[src/rtl/bps_pkg.sv]
/*
 * package for the buffered parallel slave port: register offsets, field
 * positions, reset values and mode encodings.
 * assumes a 32-bit software register port with byte addresses.
 */
package bps_pkg;

   // ****************************************
   // register map
   // ****************************************
   localparam int BPS_AW = 8;
   localparam logic [7:0] BPS_CTRL_OFS = 8'h00;
   localparam logic [7:0] BPS_MODE_OFS = 8'h04;
   localparam logic [7:0] BPS_STAT_OFS = 8'h08;
   localparam logic [7:0] BPS_IN_OFS = 8'h0c;
   localparam logic [7:0] BPS_OUT_OFS = 8'h10;

   // ****************************************
   // field positions
   // ****************************************
   localparam int BPS_CTRL_ON_BIT = 15;
   localparam int BPS_CTRL_CS_POL_BIT = 3;
   localparam int BPS_CTRL_WR_POL_BIT = 1;
   localparam int BPS_CTRL_RD_POL_BIT = 0;
   localparam int BPS_MODE_PORT_LSB = 8;
   localparam int BPS_MODE_INCM_LSB = 11;
   localparam int BPS_MODE_IRQM_LSB = 13;
   localparam int BPS_STAT_IRQF_BIT = 31;
   localparam int BPS_STAT_IBF_BIT = 15;
   localparam int BPS_STAT_IN_OVERFLOW_BIT = 14;
   localparam int BPS_STAT_IN_BUF_FULL_N_LSB = 8;
   localparam int BPS_STAT_OBE_BIT = 7;
   localparam int BPS_STAT_OUT_UNDERFLOW_BIT = 6;
   localparam int BPS_STAT_OUT_BUF_EMPTY_N_LSB = 0;

   // ****************************************
   // reset values and encodings
   // ****************************************
   localparam logic [3:0] BPS_OB_EMPTY_RST = 4'hf;
   localparam logic [3:0] BPS_IB_FULL_RST = 4'h0;
   localparam logic [31:0] BPS_WORD_RST = 32'h0000_0000;
   localparam logic [1:0] BPS_FIELD_RST = 2'h0;
   localparam logic [1:0] BPS_PORT_SLAVE = 2'h0;
   localparam logic [1:0] BPS_PORT_ADDR = 2'h1;
   localparam logic [1:0] BPS_INCM_BUF = 2'h3;
   localparam logic [1:0] BPS_IRQM_EVERY = 2'h1;
   localparam logic [1:0] BPS_IRQM_BUF3 = 2'h2;
   localparam logic [1:0] BPS_LAST_BUF = 2'h3;
   localparam int BPS_PIN_W = 13;

   typedef enum logic [1:0] {
      BPS_OFF = 2'b00,
      BPS_LEGACY = 2'b01,
      BPS_BUFFERED = 2'b10,
      BPS_ADDRESSED = 2'b11
   } bps_mode_t;

endpackage

[src/rtl/bps_slave_port.sv]
/*
 * buffered parallel slave port: 8-bit slave for an external asynchronous
 * master, legacy, four-deep buffered and addressable buffered modes.
 * assumes one 20 MHz clock, a synchronous active-high reset and a simple
 * software register port with read data one cycle after the read strobe.
 */
// The address-and-strobe port and the register addresses were decided locally.
`timescale 1ns/1ps

module bps_slave_port #(
   parameter bit PERSISTENT_IRQ = 1'b0
) (
   // clock and reset
   input wire logic clk_sys,
   input wire logic rst,
   // software register port
   input wire logic [bps_pkg::BPS_AW-1:0] reg_addr,
   input wire logic [31:0] reg_wdata,
   input wire logic reg_wr,
   input wire logic reg_rd,
   output logic [31:0] reg_rdata,
   // parallel pins
   input wire logic chip_sel_in,
   input wire logic read_strobe_in,
   input wire logic write_strobe_in,
   input wire logic [1:0] slave_addr_in,
   input wire logic [7:0] parallel_data_bus_in,
   output logic [7:0] parallel_data_bus_out,
   output logic parallel_data_bus_oe,
   // interrupt flag towards the interrupt controller
   output logic port_interrupt_flag
);
   import bps_pkg::*;

   // ****************************************
   // control registers
   // ****************************************
   logic on_ff, on_q_ff, cs_pol_ff, wr_pol_ff, rd_pol_ff;
   logic [1:0] port_mode_ff, increment_sel_ff, irq_mode_sel_ff;
   logic ctrl_wr, mode_wr, stat_wr, in_rd, out_wr, in_wr;

   assign ctrl_wr = reg_wr && (reg_addr == BPS_CTRL_OFS);
   assign mode_wr = reg_wr && (reg_addr == BPS_MODE_OFS);
   assign stat_wr = reg_wr && (reg_addr == BPS_STAT_OFS);
   assign in_wr = reg_wr && (reg_addr == BPS_IN_OFS);
   assign out_wr = reg_wr && (reg_addr == BPS_OUT_OFS);
   assign in_rd = reg_rd && (reg_addr == BPS_IN_OFS);

   always_ff @(posedge clk_sys) begin
      if (rst) begin
         on_ff <= 1'b0;
         cs_pol_ff <= 1'b0;
         wr_pol_ff <= 1'b0;
         rd_pol_ff <= 1'b0;
      end else if (ctrl_wr) begin
         on_ff <= reg_wdata[BPS_CTRL_ON_BIT];
         cs_pol_ff <= reg_wdata[BPS_CTRL_CS_POL_BIT];
         wr_pol_ff <= reg_wdata[BPS_CTRL_WR_POL_BIT];
         rd_pol_ff <= reg_wdata[BPS_CTRL_RD_POL_BIT];
      end
   end

   always_ff @(posedge clk_sys) begin
      if (rst) begin
         port_mode_ff <= BPS_FIELD_RST;
         increment_sel_ff <= BPS_FIELD_RST;
         irq_mode_sel_ff <= BPS_FIELD_RST;
      end else if (mode_wr) begin
         port_mode_ff <= reg_wdata[BPS_MODE_PORT_LSB +: 2];
         increment_sel_ff <= reg_wdata[BPS_MODE_INCM_LSB +: 2];
         irq_mode_sel_ff <= reg_wdata[BPS_MODE_IRQM_LSB +: 2];
      end
   end

   always_ff @(posedge clk_sys) begin
      if (rst) begin
         on_q_ff <= 1'b0;
      end else begin
         on_q_ff <= on_ff;
      end
   end

   // ****************************************
   // mode decode
   // ****************************************
   bps_mode_t cur_mode;
   logic clr_all;

   always_comb begin
      cur_mode = BPS_OFF;
      if (on_ff) begin
         case (port_mode_ff)
            BPS_PORT_SLAVE: begin
               cur_mode = (increment_sel_ff == BPS_INCM_BUF) ? BPS_BUFFERED : BPS_LEGACY;
            end
            BPS_PORT_ADDR: begin
               cur_mode = BPS_ADDRESSED;
            end
            default: begin
               cur_mode = BPS_OFF;
            end
         endcase
      end
   end

   assign clr_all = on_ff && !on_q_ff;

   // ****************************************
   // pin synchroniser
   // ****************************************
   // data and address ride the same two flops as the strobes, so they line
   // up with the strobe edges the master gives them setup against
   logic [BPS_PIN_W-1:0] pin_raw, pin_s1_ff, pin_s2_ff;

   assign pin_raw = {parallel_data_bus_in, slave_addr_in, chip_sel_in, read_strobe_in, write_strobe_in};

   always_ff @(posedge clk_sys) begin
      if (rst) begin
         pin_s1_ff <= '0;
         pin_s2_ff <= '0;
      end else begin
         pin_s1_ff <= pin_raw;
         pin_s2_ff <= pin_s1_ff;
      end
   end

   logic cs_act, rd_lvl, wr_lvl, rd_lvl_ff, wr_lvl_ff;
   logic [1:0] addr_s;
   logic [7:0] data_s, wr_hold_ff, wr_byte;

   assign cs_act = pin_s2_ff[2] ~^ cs_pol_ff;
   assign rd_lvl = cs_act && (pin_s2_ff[1] ~^ rd_pol_ff);
   assign wr_lvl = cs_act && (pin_s2_ff[0] ~^ wr_pol_ff);
   assign addr_s = pin_s2_ff[4:3];
   assign data_s = pin_s2_ff[12:5];

   always_ff @(posedge clk_sys) begin
      if (rst) begin
         rd_lvl_ff <= 1'b0;
         wr_lvl_ff <= 1'b0;
      end else begin
         rd_lvl_ff <= rd_lvl;
         wr_lvl_ff <= wr_lvl;
      end
   end

   // byte held from the strobe, since a trailing-edge capture comes after
   // the master may already have released the bus
   always_ff @(posedge clk_sys) begin
      if (rst) begin
         wr_hold_ff <= 8'h00;
      end else if (wr_lvl) begin
         wr_hold_ff <= data_s;
      end
   end

   assign wr_byte = wr_lvl ? data_s : wr_hold_ff;

   // ****************************************
   // strobe events
   // ****************************************
   logic rd_hit, wr_hit, rd_unf, wr_ovf, irq_ev;
   logic [1:0] rptr_ff, wptr_ff, rd_sel, wr_sel;
   logic [3:0] ob_empty_ff, ib_full_ff;
   logic [31:0] in_word_ff, out_word_ff;

   // no events in the enable cycle: the edge flops still hold levels seen
   // under the old polarity, which would fake a leading or trailing edge
   assign rd_hit = rd_lvl && !rd_lvl_ff && (cur_mode != BPS_OFF) && !clr_all;
   assign wr_hit = (PERSISTENT_IRQ ? (!wr_lvl && wr_lvl_ff) : (wr_lvl && !wr_lvl_ff)) && (cur_mode != BPS_OFF)
      && !clr_all;

   always_comb begin
      case (cur_mode)
         BPS_BUFFERED: begin
            rd_sel = rptr_ff;
            wr_sel = wptr_ff;
         end
         BPS_ADDRESSED: begin
            rd_sel = addr_s;
            wr_sel = addr_s;
         end
         default: begin
            rd_sel = 2'h0;
            wr_sel = 2'h0;
         end
      endcase
   end

   assign rd_unf = rd_hit && ob_empty_ff[rd_sel];
   assign wr_ovf = wr_hit && ib_full_ff[wr_sel];

   always_comb begin
      irq_ev = 1'b0;
      if (cur_mode == BPS_LEGACY) begin
         irq_ev = rd_hit || wr_hit;
      end else if (irq_mode_sel_ff == BPS_IRQM_EVERY) begin
         irq_ev = rd_hit || wr_hit;
      end else if (irq_mode_sel_ff == BPS_IRQM_BUF3) begin
         irq_ev = (rd_hit && rd_sel == BPS_LAST_BUF) || (wr_hit && wr_sel == BPS_LAST_BUF);
      end
   end

   // ****************************************
   // pointers
   // ****************************************
   always_ff @(posedge clk_sys) begin
      if (rst || clr_all) begin
         rptr_ff <= 2'h0;
      end else if (rd_hit && cur_mode == BPS_BUFFERED) begin
         rptr_ff <= rptr_ff + 2'h1;
      end
   end

   always_ff @(posedge clk_sys) begin
      if (rst || clr_all) begin
         wptr_ff <= 2'h0;
      end else if (wr_hit && cur_mode == BPS_BUFFERED) begin
         wptr_ff <= wptr_ff + 2'h1;
      end
   end

   // ****************************************
   // per-buffer flags and input bytes
   // ****************************************
   // hardware sets win over a same-cycle software clear
   genvar b;
   generate
      for (b = 0; b < 4; b++) begin : g_buf
         always_ff @(posedge clk_sys) begin
            if (rst || clr_all) begin
               ob_empty_ff[b] <= BPS_OB_EMPTY_RST[b];
            end else if (rd_hit && rd_sel == b) begin
               ob_empty_ff[b] <= 1'b1;
            end else if (out_wr) begin
               ob_empty_ff[b] <= 1'b0;
            end
         end

         always_ff @(posedge clk_sys) begin
            if (rst || clr_all) begin
               ib_full_ff[b] <= BPS_IB_FULL_RST[b];
            end else if (wr_hit && wr_sel == b) begin
               ib_full_ff[b] <= 1'b1;
            end else if (in_rd) begin
               ib_full_ff[b] <= 1'b0;
            end
         end

         always_ff @(posedge clk_sys) begin
            if (rst) begin
               in_word_ff[b*8 +: 8] <= 8'h00;
            end else if (wr_hit && wr_sel == b && !ib_full_ff[b]) begin
               in_word_ff[b*8 +: 8] <= wr_byte;
            end else if (in_wr) begin
               in_word_ff[b*8 +: 8] <= reg_wdata[b*8 +: 8];
            end
         end
      end
   endgenerate

   always_ff @(posedge clk_sys) begin
      if (rst) begin
         out_word_ff <= BPS_WORD_RST;
      end else if (out_wr) begin
         out_word_ff <= reg_wdata;
      end
   end

   // ****************************************
   // sticky status flags
   // ****************************************
   logic out_underflow_ff, in_overflow_ff, irq_ff;

   always_ff @(posedge clk_sys) begin
      if (rst || clr_all) begin
         out_underflow_ff <= 1'b0;
      end else if (rd_unf) begin
         out_underflow_ff <= 1'b1;
      end else if (stat_wr && reg_wdata[BPS_STAT_OUT_UNDERFLOW_BIT]) begin
         out_underflow_ff <= 1'b0;
      end
   end

   always_ff @(posedge clk_sys) begin
      if (rst || clr_all) begin
         in_overflow_ff <= 1'b0;
      end else if (wr_ovf) begin
         in_overflow_ff <= 1'b1;
      end else if (stat_wr && reg_wdata[BPS_STAT_IN_OVERFLOW_BIT]) begin
         in_overflow_ff <= 1'b0;
      end
   end

   always_ff @(posedge clk_sys) begin
      if (rst) begin
         irq_ff <= 1'b0;
      end else if (irq_ev) begin
         irq_ff <= 1'b1;
      end else if (stat_wr && reg_wdata[BPS_STAT_IRQF_BIT]) begin
         irq_ff <= 1'b0;
      end
   end

   assign port_interrupt_flag = irq_ff;

   // ****************************************
   // parallel data output
   // ****************************************
   // the bus turns on two to three clocks after the strobe; masters must allow for
   // that synchroniser delay before sampling
   logic [7:0] dout_ff;
   logic oe_ff;

   always_ff @(posedge clk_sys) begin
      if (rst) begin
         dout_ff <= 8'h00;
      end else if (rd_hit && !rd_unf) begin
         dout_ff <= out_word_ff[{rd_sel, 3'b000} +: 8];
      end
   end

   always_ff @(posedge clk_sys) begin
      if (rst) begin
         oe_ff <= 1'b0;
      end else begin
         oe_ff <= rd_lvl && (cur_mode != BPS_OFF);
      end
   end

   assign parallel_data_bus_out = dout_ff;
   assign parallel_data_bus_oe = oe_ff;

   // ****************************************
   // register read
   // ****************************************
   logic [31:0] nxt_rdata, stat_word, rdata_ff;

   always_comb begin
      stat_word = 32'h0000_0000;
      stat_word[BPS_STAT_IRQF_BIT] = irq_ff;
      stat_word[BPS_STAT_IBF_BIT] = &ib_full_ff;
      stat_word[BPS_STAT_IN_OVERFLOW_BIT] = in_overflow_ff;
      stat_word[BPS_STAT_IN_BUF_FULL_N_LSB +: 4] = ib_full_ff;
      stat_word[BPS_STAT_OBE_BIT] = &ob_empty_ff;
      stat_word[BPS_STAT_OUT_UNDERFLOW_BIT] = out_underflow_ff;
      stat_word[BPS_STAT_OUT_BUF_EMPTY_N_LSB +: 4] = ob_empty_ff;
   end

   always_comb begin
      nxt_rdata = 32'h0000_0000;
      case (reg_addr)
         BPS_CTRL_OFS: begin
            nxt_rdata[BPS_CTRL_ON_BIT] = on_ff;
            nxt_rdata[BPS_CTRL_CS_POL_BIT] = cs_pol_ff;
            nxt_rdata[BPS_CTRL_WR_POL_BIT] = wr_pol_ff;
            nxt_rdata[BPS_CTRL_RD_POL_BIT] = rd_pol_ff;
         end
         BPS_MODE_OFS: begin
            nxt_rdata[BPS_MODE_PORT_LSB +: 2] = port_mode_ff;
            nxt_rdata[BPS_MODE_INCM_LSB +: 2] = increment_sel_ff;
            nxt_rdata[BPS_MODE_IRQM_LSB +: 2] = irq_mode_sel_ff;
         end
         BPS_STAT_OFS: begin
            nxt_rdata = stat_word;
         end
         BPS_IN_OFS: begin
            nxt_rdata = in_word_ff;
         end
         BPS_OUT_OFS: begin
            nxt_rdata = out_word_ff;
         end
         default: begin
            nxt_rdata = 32'h0000_0000;
         end
      endcase
   end

   always_ff @(posedge clk_sys) begin
      if (rst) begin
         rdata_ff <= 32'h0000_0000;
      end else if (reg_rd) begin
         rdata_ff <= nxt_rdata;
      end else begin
         rdata_ff <= 32'h0000_0000;
      end
   end

   assign reg_rdata = rdata_ff;

   logic rd_pin_act;
   assign rd_pin_act = (chip_sel_in ~^ cs_pol_ff) && (read_strobe_in ~^ rd_pol_ff) && (cur_mode != BPS_OFF);
endmodule

[config.mk]
export PLATFORM = sky130hd
export DESIGN_NAME = bps_slave_port
export DESIGN_NICKNAME = d
export VERILOG_FILES = /design/src/rtl/bps_pkg.sv /design/src/rtl/bps_slave_port.sv
export SDC_FILE = /design/constraint.sdc
export NUM_CORES = 1
export LEC_CHECK = 0
export BUFFER_PORTS_ARGS = -buffer_cell sky130_fd_sc_hd__clkbuf_2
export CELL_PAD_IN_SITES_DETAIL_PLACEMENT = 0
export CELL_PAD_IN_SITES_GLOBAL_PLACEMENT = 1
export CORE_AREA = 2 2 126 128
export CTS_BUF_LIST = sky130_fd_sc_hd__clkbuf_4 sky130_fd_sc_hd__clkbuf_8
export DETAILED_ROUTE_END_ITERATION = 16
export DIE_AREA = 0 0 128 130
export PLACE_DENSITY = 0.91
export SYNTH_ARGS = -nofsm -noshare
export SYNTH_HDL_FRONTEND = slang
export SYNTH_SLANG_ARGS = --single-unit
export TNS_END_PERCENT = 5
[constraint.sdc]
create_clock -name clk_sys -period 5.5 [get_ports clk_sys]
set_input_delay 1.1 -clock clk_sys [delete_from_list [all_inputs] [get_ports clk_sys]]
set_output_delay 1.1 -clock clk_sys [all_outputs]
set_load 0.01 [all_outputs]
== Word level (Yosys, flattened, before mapping) ==
Cells that the tools add are included.
Widths: inputs -> output; s select.
Word-level totals
  register bits: 167
  word-level logic and storage cells: 172
  output and inout bits: 42
  bits of input ports: 57
Cells by class
  muxes and demuxes: 41
  shift operators: 1
  reduce and logical (&&, ||, !) cells: 71
  equal/unequal tests: 17
  add/subtract/negate cells: 2
  bitwise logic cells: 4
  $lt $le $gt $ge: 2
Operator list (number)
  $mux 8: 9
  $pmux 16 s3: 1
  $logic_and 1x1->1: 36
  $shiftx 32x6->8: 1
  $reduce_bool 2->1: 12
  $eq 2x2->1 const B: 8
  $eq 8x4->1 const B: 2
  $mux 1: 16
  $pmux 2 s4: 2
  $pmux 4 s4: 1
  $pmux 2 s2: 3
  $pmux 4 s3: 1
  $eq 2x1->1 const B: 5
  $reduce_or 2->1: 5
  $logic_not 1->1: 9
  $eq 8x3->1 const B: 1
  $eq 8x5->1 const B: 1
  $logic_not 8->1: 1
  $pmux 1 s4: 2
  $reduce_and 4->1: 2
  $logic_not 2->1: 3
  $lt 2x3->1 const B: 2
  $pmux 1 s3: 2
  $add 2x1->2 const B: 2
  other kinds (5): 11

== Longest topological paths before layout ==
Gate-level depths: netlist (run 1).
  depth after elaboration: 13
  gate-level depth with buffers: 8
  depth with buffers taken out: 6

== Worst setup path before layout (run 1) ==
Ideal clock, no wire load.
  path type: input port to flip-flop
  start point: in reg_addr[1] (netlist name)
  end point: reg in_overflow_ff
  required time: 5384 ps
  slack: 2842 ps
  arrival: 2541 ps
  setup time: 116 ps
  cell stages on the path: 6
  cells stage by stage: nor3_1 -> nand2_1 -> nor3_1 -> clkbuf_1 -> nand3_1 -> a31o_2
Between the ends
  longest elaborated chain between the ends: 4
RTL lines
  from (decl): line bps_slave_port.sv:17  | input wire logic [bps_pkg::BPS_AW-1:0] reg_addr,
  $eq 8x4->1: line bps_slave_port.sv:44  | assign stat_wr = reg_wr && (reg_addr == BPS_STAT_OFS);
  $logic_and 1x1->1: line bps_slave_port.sv:44
  $logic_and 1x1->1: line bps_slave_port.sv:290  | end else if (stat_wr && reg_wdata[BPS_STAT_IN_OVERFLOW_BIT]) begin
  $reduce_bool 2->1 (no source line)
  to (signal assigned): line bps_slave_port.sv:287  | in_overflow_ff <= 1'b0;
  to (signal assigned): line bps_slave_port.sv:289  | in_overflow_ff <= 1'b1;
  to (signal assigned): line bps_slave_port.sv:291  | in_overflow_ff <= 1'b0;
  to (decl): line bps_slave_port.sv:273  | logic out_underflow_ff, in_overflow_ff, irq_ff;
Every way passes these cells.
A chain may end at the register's enable or synchronous reset.

== Worst setup path in the final report (run 1) ==
  start point: reg port_mode_ff[0]
  end point: reg dout_ff[5] (netlist: parallel_data_bus_out[5])
Between the ends
  longest elaborated chain between the ends: 10
  elaborated cells on any way between the ends: 16
RTL lines
  from (decl): line bps_slave_port.sv:39  | logic [1:0] port_mode_ff, increment_sel_ff, irq_mode_sel_ff;
  from (signal assigned): line bps_slave_port.sv:69  | port_mode_ff <= reg_wdata[BPS_MODE_PORT_LSB +: 2];
  $eq 2x1->1 / $logic_not 2->1 (equally long branches): line bps_slave_port.sv:92  | case (port_mode_ff)
  $pmux 2 s2 (*): line bps_slave_port.sv:92
  $mux 2 (*): line bps_slave_port.sv:91  | if (on_ff) begin
  branches (longest 7 deep; another with $shiftx 32x6->8)
  to (signal assigned): line bps_slave_port.sv:319  | dout_ff <= out_word_ff[{rd_sel, 3'b000} +: 8];
  to (decl): line bps_slave_port.sv:312  | logic [7:0] dout_ff;
Every way passes the cells marked *. The select of a mux whose other input is x is not followed.

==> impl_metrics.yaml, run 1 <==
global_routing:
  grt_max_degree: 67
  antenna_found_initial: 0
  overflow: 0
  grt_pass1_wl_mm: 29.9
  grt_pass1_vias: 5429
  track_usage_pct: 23.4
routing:
  post_drt_via_cell_ratio: 5.74
  wl_per_cell_um: 18.3
  vias: 5936
  drtAntennaViolNets: 0
  drtPass1Iterations: 5
  drt_wl_total_mm: 19.0
  drc: 0
  drt-initial-drc-count: 578
worst_hold_path:
  hp-start: "pin_s1_ff[8]"
  min_path_type: "reg -> reg"
power:
  swShare_pct: 22.8
  p_leak_nw: 2.93
  pwr-share-clk_pct: 41.6
  power.switching_uw: 510
  combPwrFrac_pct: 3.6
  vdd_drop_max_v: 0.000240
  seqPwrFrac_pct: 54.8
  intPower_mw: 1.72
  power.total_mw: 2.23
  power_density_mw_per_mm2: 288
die:
  coreArea_mm2: 0.0154
  die-area_mm2: 0.0166
  die_x_um: 128
  start_util_pct: 43.7
  die_h_um: 130
  ios: 99
  rows: 46
clocking:
  clockRootBuffer: "clkbuf_8"
  cts_buffers: 17
  clk_latency_ns: 0.47
  numClockSinks: 167
  ctsHoldBuffers: 0
  cts_tree: "yes"
  post_cts_buffers: 0
  htreeDepth: 4
  clock_path_buffers: 2
  ctsResizeCount: 0
  cts.clk_slew.worst_paths_ns: 0.09
critical_path:
  worstPathArrival_ns: 3.48
  crit_path_max_fanout: 17
  critPathLaunchType: "register"
  crit_start: "port_mode_ff[0]"
  reg2reg_from: "port_mode_ff[0]"
  critical_path_class: "reg -> reg"
  setup.worst_path.end_class: "register"
  crit_required_ns: 5.91
sta:
  finClkSkew_ns: 0.0140
  slew_violations: 0
  hold_violations: 0
  rsz0062_at_grt: "no"
  relSlewSlack_pct: 31.8
  fin_crit_ns: 3.08
  worst_slew_pin_slew_ns: 1.02
  fmax_mhz: 325
  setup_tns_ns: 0
  postLayoutSetupSlackWorst_ns: 2.42
  finalCritPeriodShare_pct: 56.0
  setup_viol: 0
placement:
  gp_congestion: 0.927
  hpwl_mm: 12.9
  port_buffers: 98
  post-place-ws_ns: 2.22
synthesis:
  syn-instance-count: 758
  postSynthAreaPerCell_um2: 8.89
  syn_nets: 815
  synth-edff-count: 0
  ys_ff_latch: 167
  postSynth.asyncResetShare_pct: 0
  synth_cell_types: 53
  synth-main-ff-cell: "dfxtp_1"
  synth_area_mm2: 0.00674
  ys.warnings.count: 0
  ys_seq_area_share_pct: 49.6
flow_run:
  maxCapViolCount: 0
outcome:
  outcome: "finished, final reports clean"
final_layout:
  drive_gt1_share_pct: 20.3
  antennaDiodeCount: 0
  nets: 887
  area_delta_synth_final_pct: 15.0
metrics by stage:
stage	hold slack [ns]	utilization (%)	cells	cell area [um^2]
after floorplan	0.414	-	758	6740
after global placement	0.420	47.5	1003	7330
after detailed placement	0.422	47.5	1003	7330
after CTS	0.432	50.2	1035	7750
after global routing	0.435	50.2	1035	7750
final	0.430	50.2	1035	7750
area by class of cell:
class	instances	area, um^2
fill	1501	7680
sequential	167	3340
multi-input combinational	531	3160
timing repair buffer	108	568
clock buffer	21	270
tap	192	240
clock inverter	11	150
inverter	5	18.8
registers in the layout, summed over array words and instances, names as in the netlist, 4 cells and up:
name	flops
wr_hold_ff	8
pin_s1_ff	13
reg_rdata	32
in_word_ff	32
ob_empty_ff	4
pin_s2_ff	13
out_word_ff	32
parallel_data_bus_out	8
ib_full_ff	4
layer usage:
layer  up-vias  GRT usage [%]  wire length (um)
li1       2841              -                 -
met1      2816           31.9              8720
met2       245           36.2              8450
met3        34           5.90              1430
met4         0           8.34               373
met5         -              0                 0
path summary, 6_finish.rpt:
path / endpoint / slack (ns) / cells after the start
setup / recovery: parallel_data_bus_out[5] / 2.42 / 6
setup reg to reg: parallel_data_bus_out[5] / 2.42 / 6
hold / removal: pin_s2_ff[8] / 0.43 / 1
hold reg to reg: pin_s2_ff[8] / 0.43 / 1
synth_stat cells (2+ instances only):
master	number	area, um^2
a221o_1	2	20.0
nand3_1	52	260
and3b_1	2	17.5
nor2_2	7	43.8
a21oi_1	70	350
a211oi_1	50	375
o2111ai_2	2	30.0
nand2_1	132	495
xnor2_1	4	35.0
clkbuf_1	47	176
nor2b_1	31	194
and3_1	28	175
mux2_4	7	105
o211ai_1	3	22.5
and4b_1	2	20.0
inv_1	5	18.8
o21ai_0	4	20.0
nor3_4	2	32.5
nand2b_1	3	18.8
a222oi_1	14	140
nor2_1	47	176
xor2_1	4	35.0
nand4b_1	2	17.5
a31o_2	2	17.5
a31oi_4	2	42.5
dfxtp_1	167	3340
buf_2	5	25.0
buf_6	2	22.5
mux2i_1	16	160
nor3_1	4	20.0
a22oi_1	18	135
cell usage in the layout, fill, tap and decap left out, drive strengths merged, types with 2 or more instances in the layout:
cell	Yosys	layout
or2	2	2
clkinvlp	0	5
a31oi	4	4
nor3	7	7
nand2b	3	3
a221o	2	2
nand2	132	132
o21ai	4	4
nand4b	2	2
inv	5	5
dfxtp	167	167
bufinv	0	3
mux2i	16	16
clkbuf	47	118
buf	8	11
clkinv	0	3
nor2	55	55
a222oi	14	14
nand3	52	52
and3b	2	2
a211oi	50	50
xnor2	4	4
o211ai	3	3
a31o	2	2
mux2	7	7
xor2	4	4
and4b	2	2
a22oi	18	18
nor2b	31	31
o2111ai	2	2
a21oi	70	70
and3	28	28
worst max-delay path: stages (launching register included):
cell and delay (ns):
dfxtp_1 0.49, and3b_1 0.35, a31oi_2 0.87, o2111ai_2 0.51, nand2_1 0.42, nand3_1 0.20
a21oi_1 0.16
logic make-up (layout without fill, tap and decap cells):
kind of cell,after synthesis,in the layout,synth area share [%]
compound gates,175,175,18.1
flops,167,167,49.6
xor+xnor,8,8,1.04
buf+inv,60,145,3.66
simple gates,325,325,23.6
mux,23,23,3.94
power by group through the flow:
stage                     logic (mW)  registers [mW]  clock network [mW]
after floorplan               0.0389            1.25                   0
after global placement        0.0799            1.25                   0
after detailed placement      0.0804            1.25                   0
after CTS                     0.0805            1.22               0.940
after global routing          0.0878            1.23               0.996
final                         0.0808            1.22               0.929
No activity file was read; power rests on OpenSTA's default activity.
==> inputs of run 2 (changes only) <==
--- a/config.mk
+++ b/config.mk
@@ -8,11 +8,11 @@
 export BUFFER_PORTS_ARGS = -buffer_cell sky130_fd_sc_hd__clkbuf_2
 export CELL_PAD_IN_SITES_DETAIL_PLACEMENT = 0
 export CELL_PAD_IN_SITES_GLOBAL_PLACEMENT = 1
-export CORE_AREA = 2 2 126 128
+export CORE_AREA = 2 2 133 135
 export CTS_BUF_LIST = sky130_fd_sc_hd__clkbuf_4 sky130_fd_sc_hd__clkbuf_8
 export DETAILED_ROUTE_END_ITERATION = 16
-export DIE_AREA = 0 0 128 130
-export PLACE_DENSITY = 0.91
+export DIE_AREA = 0 0 135 137
+export PLACE_DENSITY = 0.87
 export SYNTH_ARGS = -nofsm -noshare
 export SYNTH_HDL_FRONTEND = slang
 export SYNTH_SLANG_ARGS = --single-unit
==> constraint.sdc (replaced) <==
create_clock -name clk_sys -period 2.68 [get_ports clk_sys]
set_input_delay 0.536 -clock clk_sys [delete_from_list [all_inputs] [get_ports clk_sys]]
set_output_delay 0.536 -clock clk_sys [all_outputs]
set_load 0.01 [all_outputs]
==> impl_metrics.yaml, run 2 (synthesis gave the netlist of run 1 again) <==
routing:
  drt_wl_total_mm: 19.7
  drt-initial-drc-count: 703
  drtAntennaViolNets: 0
  wl_per_cell_um: 18.1
  drc: 0
  drtPass1Iterations: 8
  post_drt_via_cell_ratio: 5.48
  vias: 5986
final_layout:
  nets: 912
  area_delta_synth_final_pct: 18.0
  final_common_cell: "dfxtp_1"
  final_util_pct: 46.6
  final_cell_mix: "dfxtp_1 (167), nand2_1 (132), clkbuf_2 (97)"
  finalInstanceArea_mm2: 0.00795
  antennaDiodeCount: 0
  drive_gt1_share_pct: 22.6
clocking:
  clk_latency_ns: 0.47
  ctsResizeCount: 0
  ctsHoldBuffers: 0
  post_cts_buffers: 0
  cts_tree: "yes"
  htreeDepth: 4
  cts_buffers: 17
  clock_path_buffers: 2
  cts.clk_slew.worst_paths_ns: 0.10
  numClockSinks: 167
  clockRootBuffer: "clkbuf_8"
global_routing:
  grt_pass1_vias: 5465
  grt_pass1_wl_mm: 30.8
  grt_max_degree: 63
  overflow: 0
  antenna_found_initial: 0
  track_usage_pct: 21.9
die:
  die_x_um: 135
  start_util_pct: 39.5
  rows: 48
  ios: 99
  die-area_mm2: 0.0185
  die_h_um: 137
  coreArea_mm2: 0.0171
power:
  power_density_mw_per_mm2: 561
  p_leak_nw: 3.05
  vdd_drop_max_v: 0.000298
sta:
  finalCritPeriodShare_pct: 82.3
  hold_violations: 0
  slew_violations: 0
  rsz0062_at_grt: "no"
  finClkSkew_ns: 0.0108
  postLayoutSetupSlackWorst_ns: 0.474
  fmax_mhz: 453
  fin_crit_ns: 2.21
  relSlewSlack_pct: 40.1
  worst_slew_pin_slew_ns: 0.889
  setup_tns_ns: 0
  setup_viol: 0
critical_path:
  critPathLaunchType: "register"
  worstPathArrival_ns: 2.62
  setup.worst_path.end_class: "register"
  crit_required_ns: 3.09
  crit_path_max_fanout: 9
  critical_path_class: "reg -> reg"
placement:
  detailed_place.area_mm2: 0.00757
  hpwl_mm: 14.1
  gp_congestion: 0.900
  port_buffers: 98
  post-place-ws_ns: 0.395
flow_run:
  maxCapViolCount: 0
outcome:
  outcome: "finished, final reports clean"
worst_hold_path:
  min_path_type: "in -> reg"
run 2: cell types whose count changed in the layout (fill, tap and decap cells not counted):
cell | previous run | this run
clkinvlp_4 | 5 | 0
clkbuf_4 | 3 | 0
clkinv_2 | 1 | 0
bufinv_16 | 3 | 0
inv_8 | 0 | 6
buf_12 | 0 | 1
inv_6 | 0 | 7
clkbuf_8 | 18 | 17
buf_4 | 11 | 35
run 2: final timing paths:
path,endpoint,startpoint,slack (ns),depth (start not counted)
max,in_word_ff[4],port_mode_ff[0],0.47,6
min,pin_s1_ff[8],parallel_data_bus_in[3],0.27,2
max reg2reg,in_word_ff[4],port_mode_ff[0],0.47,6
min reg2reg,pin_s2_ff[12],pin_s1_ff[12],0.44,1
run 2: power by group:
part	switching [mW]	total (mW)	internal [mW]
sequential	0.00776	2.51	2.50
combinational	0.114	0.181	0.0676
clock	1.06	1.77	0.701
total	1.19	4.46	3.27
run 2: metal layers:
layer	share of wire [%]	wire, um	global-route usage, %	up-vias
met3	7.2	1420	5.93	35
met2	44	8580	32.1	246
met4	2.5	486	8.10	0
met5	0	0	0	-
met1	47	9240	30.8	2816
li1	-	-	-	2889
run 2: layout make-up:
class,instances,area (um^2)
sequential,167,3340
fill,1730,9110
clock buffer,17,234
tap,225,282
multi-input combinational,531,3160
inverter,5,18.8
clock inverter,15,146
timing repair buffer,133,768
run 2: critical path, stage by stage (launching register included):
cell     delay, ns
dfxtp_1       0.45
and3b_1       0.33
a31oi_4       0.31
nand4_1       0.17
or2_1         0.45
mux2_4        0.37
nor2_2        0.08
run 2: stage by stage:
step           hold slack (ns)  total power, mW  std cells
6_report                 0.271             4.46       1093
5_1_grt                  0.235             4.62       1093
4_1_cts                  0.246             4.49       1093
3_5_place_dp             0.420             2.75       1061
3_3_place_gp             0.420             2.75       1061
2_1_floorplan            0.414             2.65        758
==> inputs of run 3 (changes only) <==
--- a/config.mk
+++ b/config.mk
@@ -8,11 +8,11 @@
 export BUFFER_PORTS_ARGS = -buffer_cell sky130_fd_sc_hd__clkbuf_2
 export CELL_PAD_IN_SITES_DETAIL_PLACEMENT = 0
 export CELL_PAD_IN_SITES_GLOBAL_PLACEMENT = 1
-export CORE_AREA = 2 2 133 135
+export CORE_AREA = 2 2 126 128
 export CTS_BUF_LIST = sky130_fd_sc_hd__clkbuf_4 sky130_fd_sc_hd__clkbuf_8
 export DETAILED_ROUTE_END_ITERATION = 16
-export DIE_AREA = 0 0 135 137
-export PLACE_DENSITY = 0.87
+export DIE_AREA = 0 0 128 130
+export PLACE_DENSITY = 0.91
 export SYNTH_ARGS = -nofsm -noshare
 export SYNTH_HDL_FRONTEND = slang
 export SYNTH_SLANG_ARGS = --single-unit
==> constraint.sdc (replaced) <==
create_clock -name clk_sys -period 2.3 [get_ports clk_sys]
set_input_delay 0.46 -clock clk_sys [delete_from_list [all_inputs] [get_ports clk_sys]]
set_output_delay 0.46 -clock clk_sys [all_outputs]
set_load 0.01 [all_outputs]
==> impl_metrics.yaml, run 3 (synthesis gave the netlist of run 1 again) <==
final_layout:
  nets: 926
  drive_gt1_share_pct: 23.8
  finalInstanceArea_mm2: 0.00805
  final_common_cell: "dfxtp_1"
  area_delta_synth_final_pct: 19.5
  antennaDiodeCount: 0
  fill_cells: 1468
  final_cell_mix: "dfxtp_1 (167), nand2_1 (132), clkbuf_2 (97)"
clocking:
  numClockSinks: 167
  htreeDepth: 4
  ctsHoldBuffers: 0
  clk_latency_ns: 0.47
  cts.clk_slew.worst_paths_ns: 0.09
  cts_buffers: 17
  ctsResizeCount: 0
  cts_tree: "yes"
  clock_path_buffers: 2
  clockRootBuffer: "clkbuf_8"
  post_cts_buffers: 0
critical_path:
  worstPathArrival_ns: 2.56
  slowest_stage: "dfxtp_1"
  critical_path_class: "reg -> reg"
  crit_path_max_fanout: 8
  crit_required_ns: 2.70
  critPathLaunchType: "register"
  crit_chain: "nor2b_1 -> buf_4 -> a31oi_1 -> o2111ai_2 -> nand2_1 -> nand3_1 -> a21oi_1"
  slowest_delay_ns: 0.49
  setup.worst_path.end_class: "register"
power:
  p_leak_nw: 3.12
  power_density_mw_per_mm2: 628
  vdd_drop_max_v: 0.000431
routing:
  wl_per_cell_um: 18.0
  drtPass1Iterations: 6
  vias: 6063
  drt_wl_total_mm: 19.4
  drc: 0
  drtAntennaViolNets: 0
  drt-initial-drc-count: 643
  post_drt_via_cell_ratio: 5.65
global_routing:
  overflow: 0
  grt_max_degree: 115
  grt_pass1_vias: 5628
  antenna_found_initial: 0
  track_usage_pct: 24.0
  grt_pass1_wl_mm: 30.4
die:
  coreArea_mm2: 0.0154
  die_h_um: 130
  ios: 99
  die_x_um: 128
  start_util_pct: 43.7
  die-area_mm2: 0.0166
  rows: 46
sta:
  fin_crit_ns: 2.16
  relSlewSlack_pct: 44.9
  rsz0062_at_grt: "no"
  finClkSkew_ns: 0.0135
  slew_violations: 0
  hold_violations: 0
  setup_tns_ns: 0
  finalCritPeriodShare_pct: 94.1
  fmax_mhz: 462
  worst_slew_pin_slew_ns: 0.817
  setup_viol: 0
flow_run:
  maxCapViolCount: 0
placement:
  gp_congestion: 0.909
  port_buffers: 98
  hpwl_mm: 13.7
  detailed_place.area_mm2: 0.00769
outcome:
  outcome: "finished, final reports clean"
worst_hold_path:
  min_path_type: "in -> reg"
-- run 3: cell count changes in the layout (fill, tap and decap cells not counted), moves of 2 or more --
cell / delta
buf_4: +9
clkinv_4: +7
inv_8: -6
buf_12: +5
inv_6: -4
clkinv_2: +2
-- run 3: per-stage QoR --
| step | util [%] | setup WS [ns] | std cells | hold WS, ns | power (mW) |
|---|---|---|---|---|---|
| 6_report | 52.2 | 0.136 | 1074 | 0.196 | 5.06 |
| 5_1_grt | 52.2 | 0.0121 | 1074 | 0.170 | 5.23 |
| 4_1_cts | 52.2 | 0.211 | 1074 | 0.163 | 5.09 |
| 3_5_place_dp | 49.9 | 0.235 | 1042 | 0.421 | 3.21 |
| 3_3_place_gp | 49.9 | 0.274 | 1042 | 0.421 | 3.21 |
| 2_1_floorplan | - | 0.282 | 758 | 0.414 | 3.08 |
-- run 3: layout make-up --
cell class	instances	area (um^2)	share of cell area, %
clock inverter	15	123	1.52
clock buffer	17	234	2.91
tap	192	240	2.98
multi-input combinational	531	3160	39.2
sequential	167	3340	41.5
inverter	5	18.8	0.233
timing repair buffer	147	936	11.6
-- run 3: per-layer routing --
| layer | track usage, % | routed length [um] |
|---|---|---|
| met5 | 0 | 0 |
| met3 | 5.99 | 1460 |
| met1 | 32.7 | 8870 |
| met2 | 36.5 | 8540 |
| met4 | 9.70 | 495 |
-- run 3: report_power, final --
part | switching, mW | internal, mW
Clock | 1.15 | 0.764
Combinational | 0.131 | 0.0824
Sequential | 0.00862 | 2.92
Total | 1.29 | 3.76
-- run 3: path summary, 6_finish.rpt --
check        slack (ns)  cells past startpoint               startpoint                        to
min reg2reg        0.44                      1             pin_s1_ff[3]              pin_s2_ff[3]
max reg2reg        0.14                      7          port_mode_ff[1]  parallel_data_bus_out[0]
max                0.14                      7          port_mode_ff[1]  parallel_data_bus_out[0]
min                0.20                      2  parallel_data_bus_in[6]             pin_s1_ff[11]
-- run 3: critical path: cells and delay by family (launching register included) --
family	cells	cell delay, ns
compound gates	3	0.86
simple gates	3	0.56
buf+inv	1	0.18
flops	1	0.49
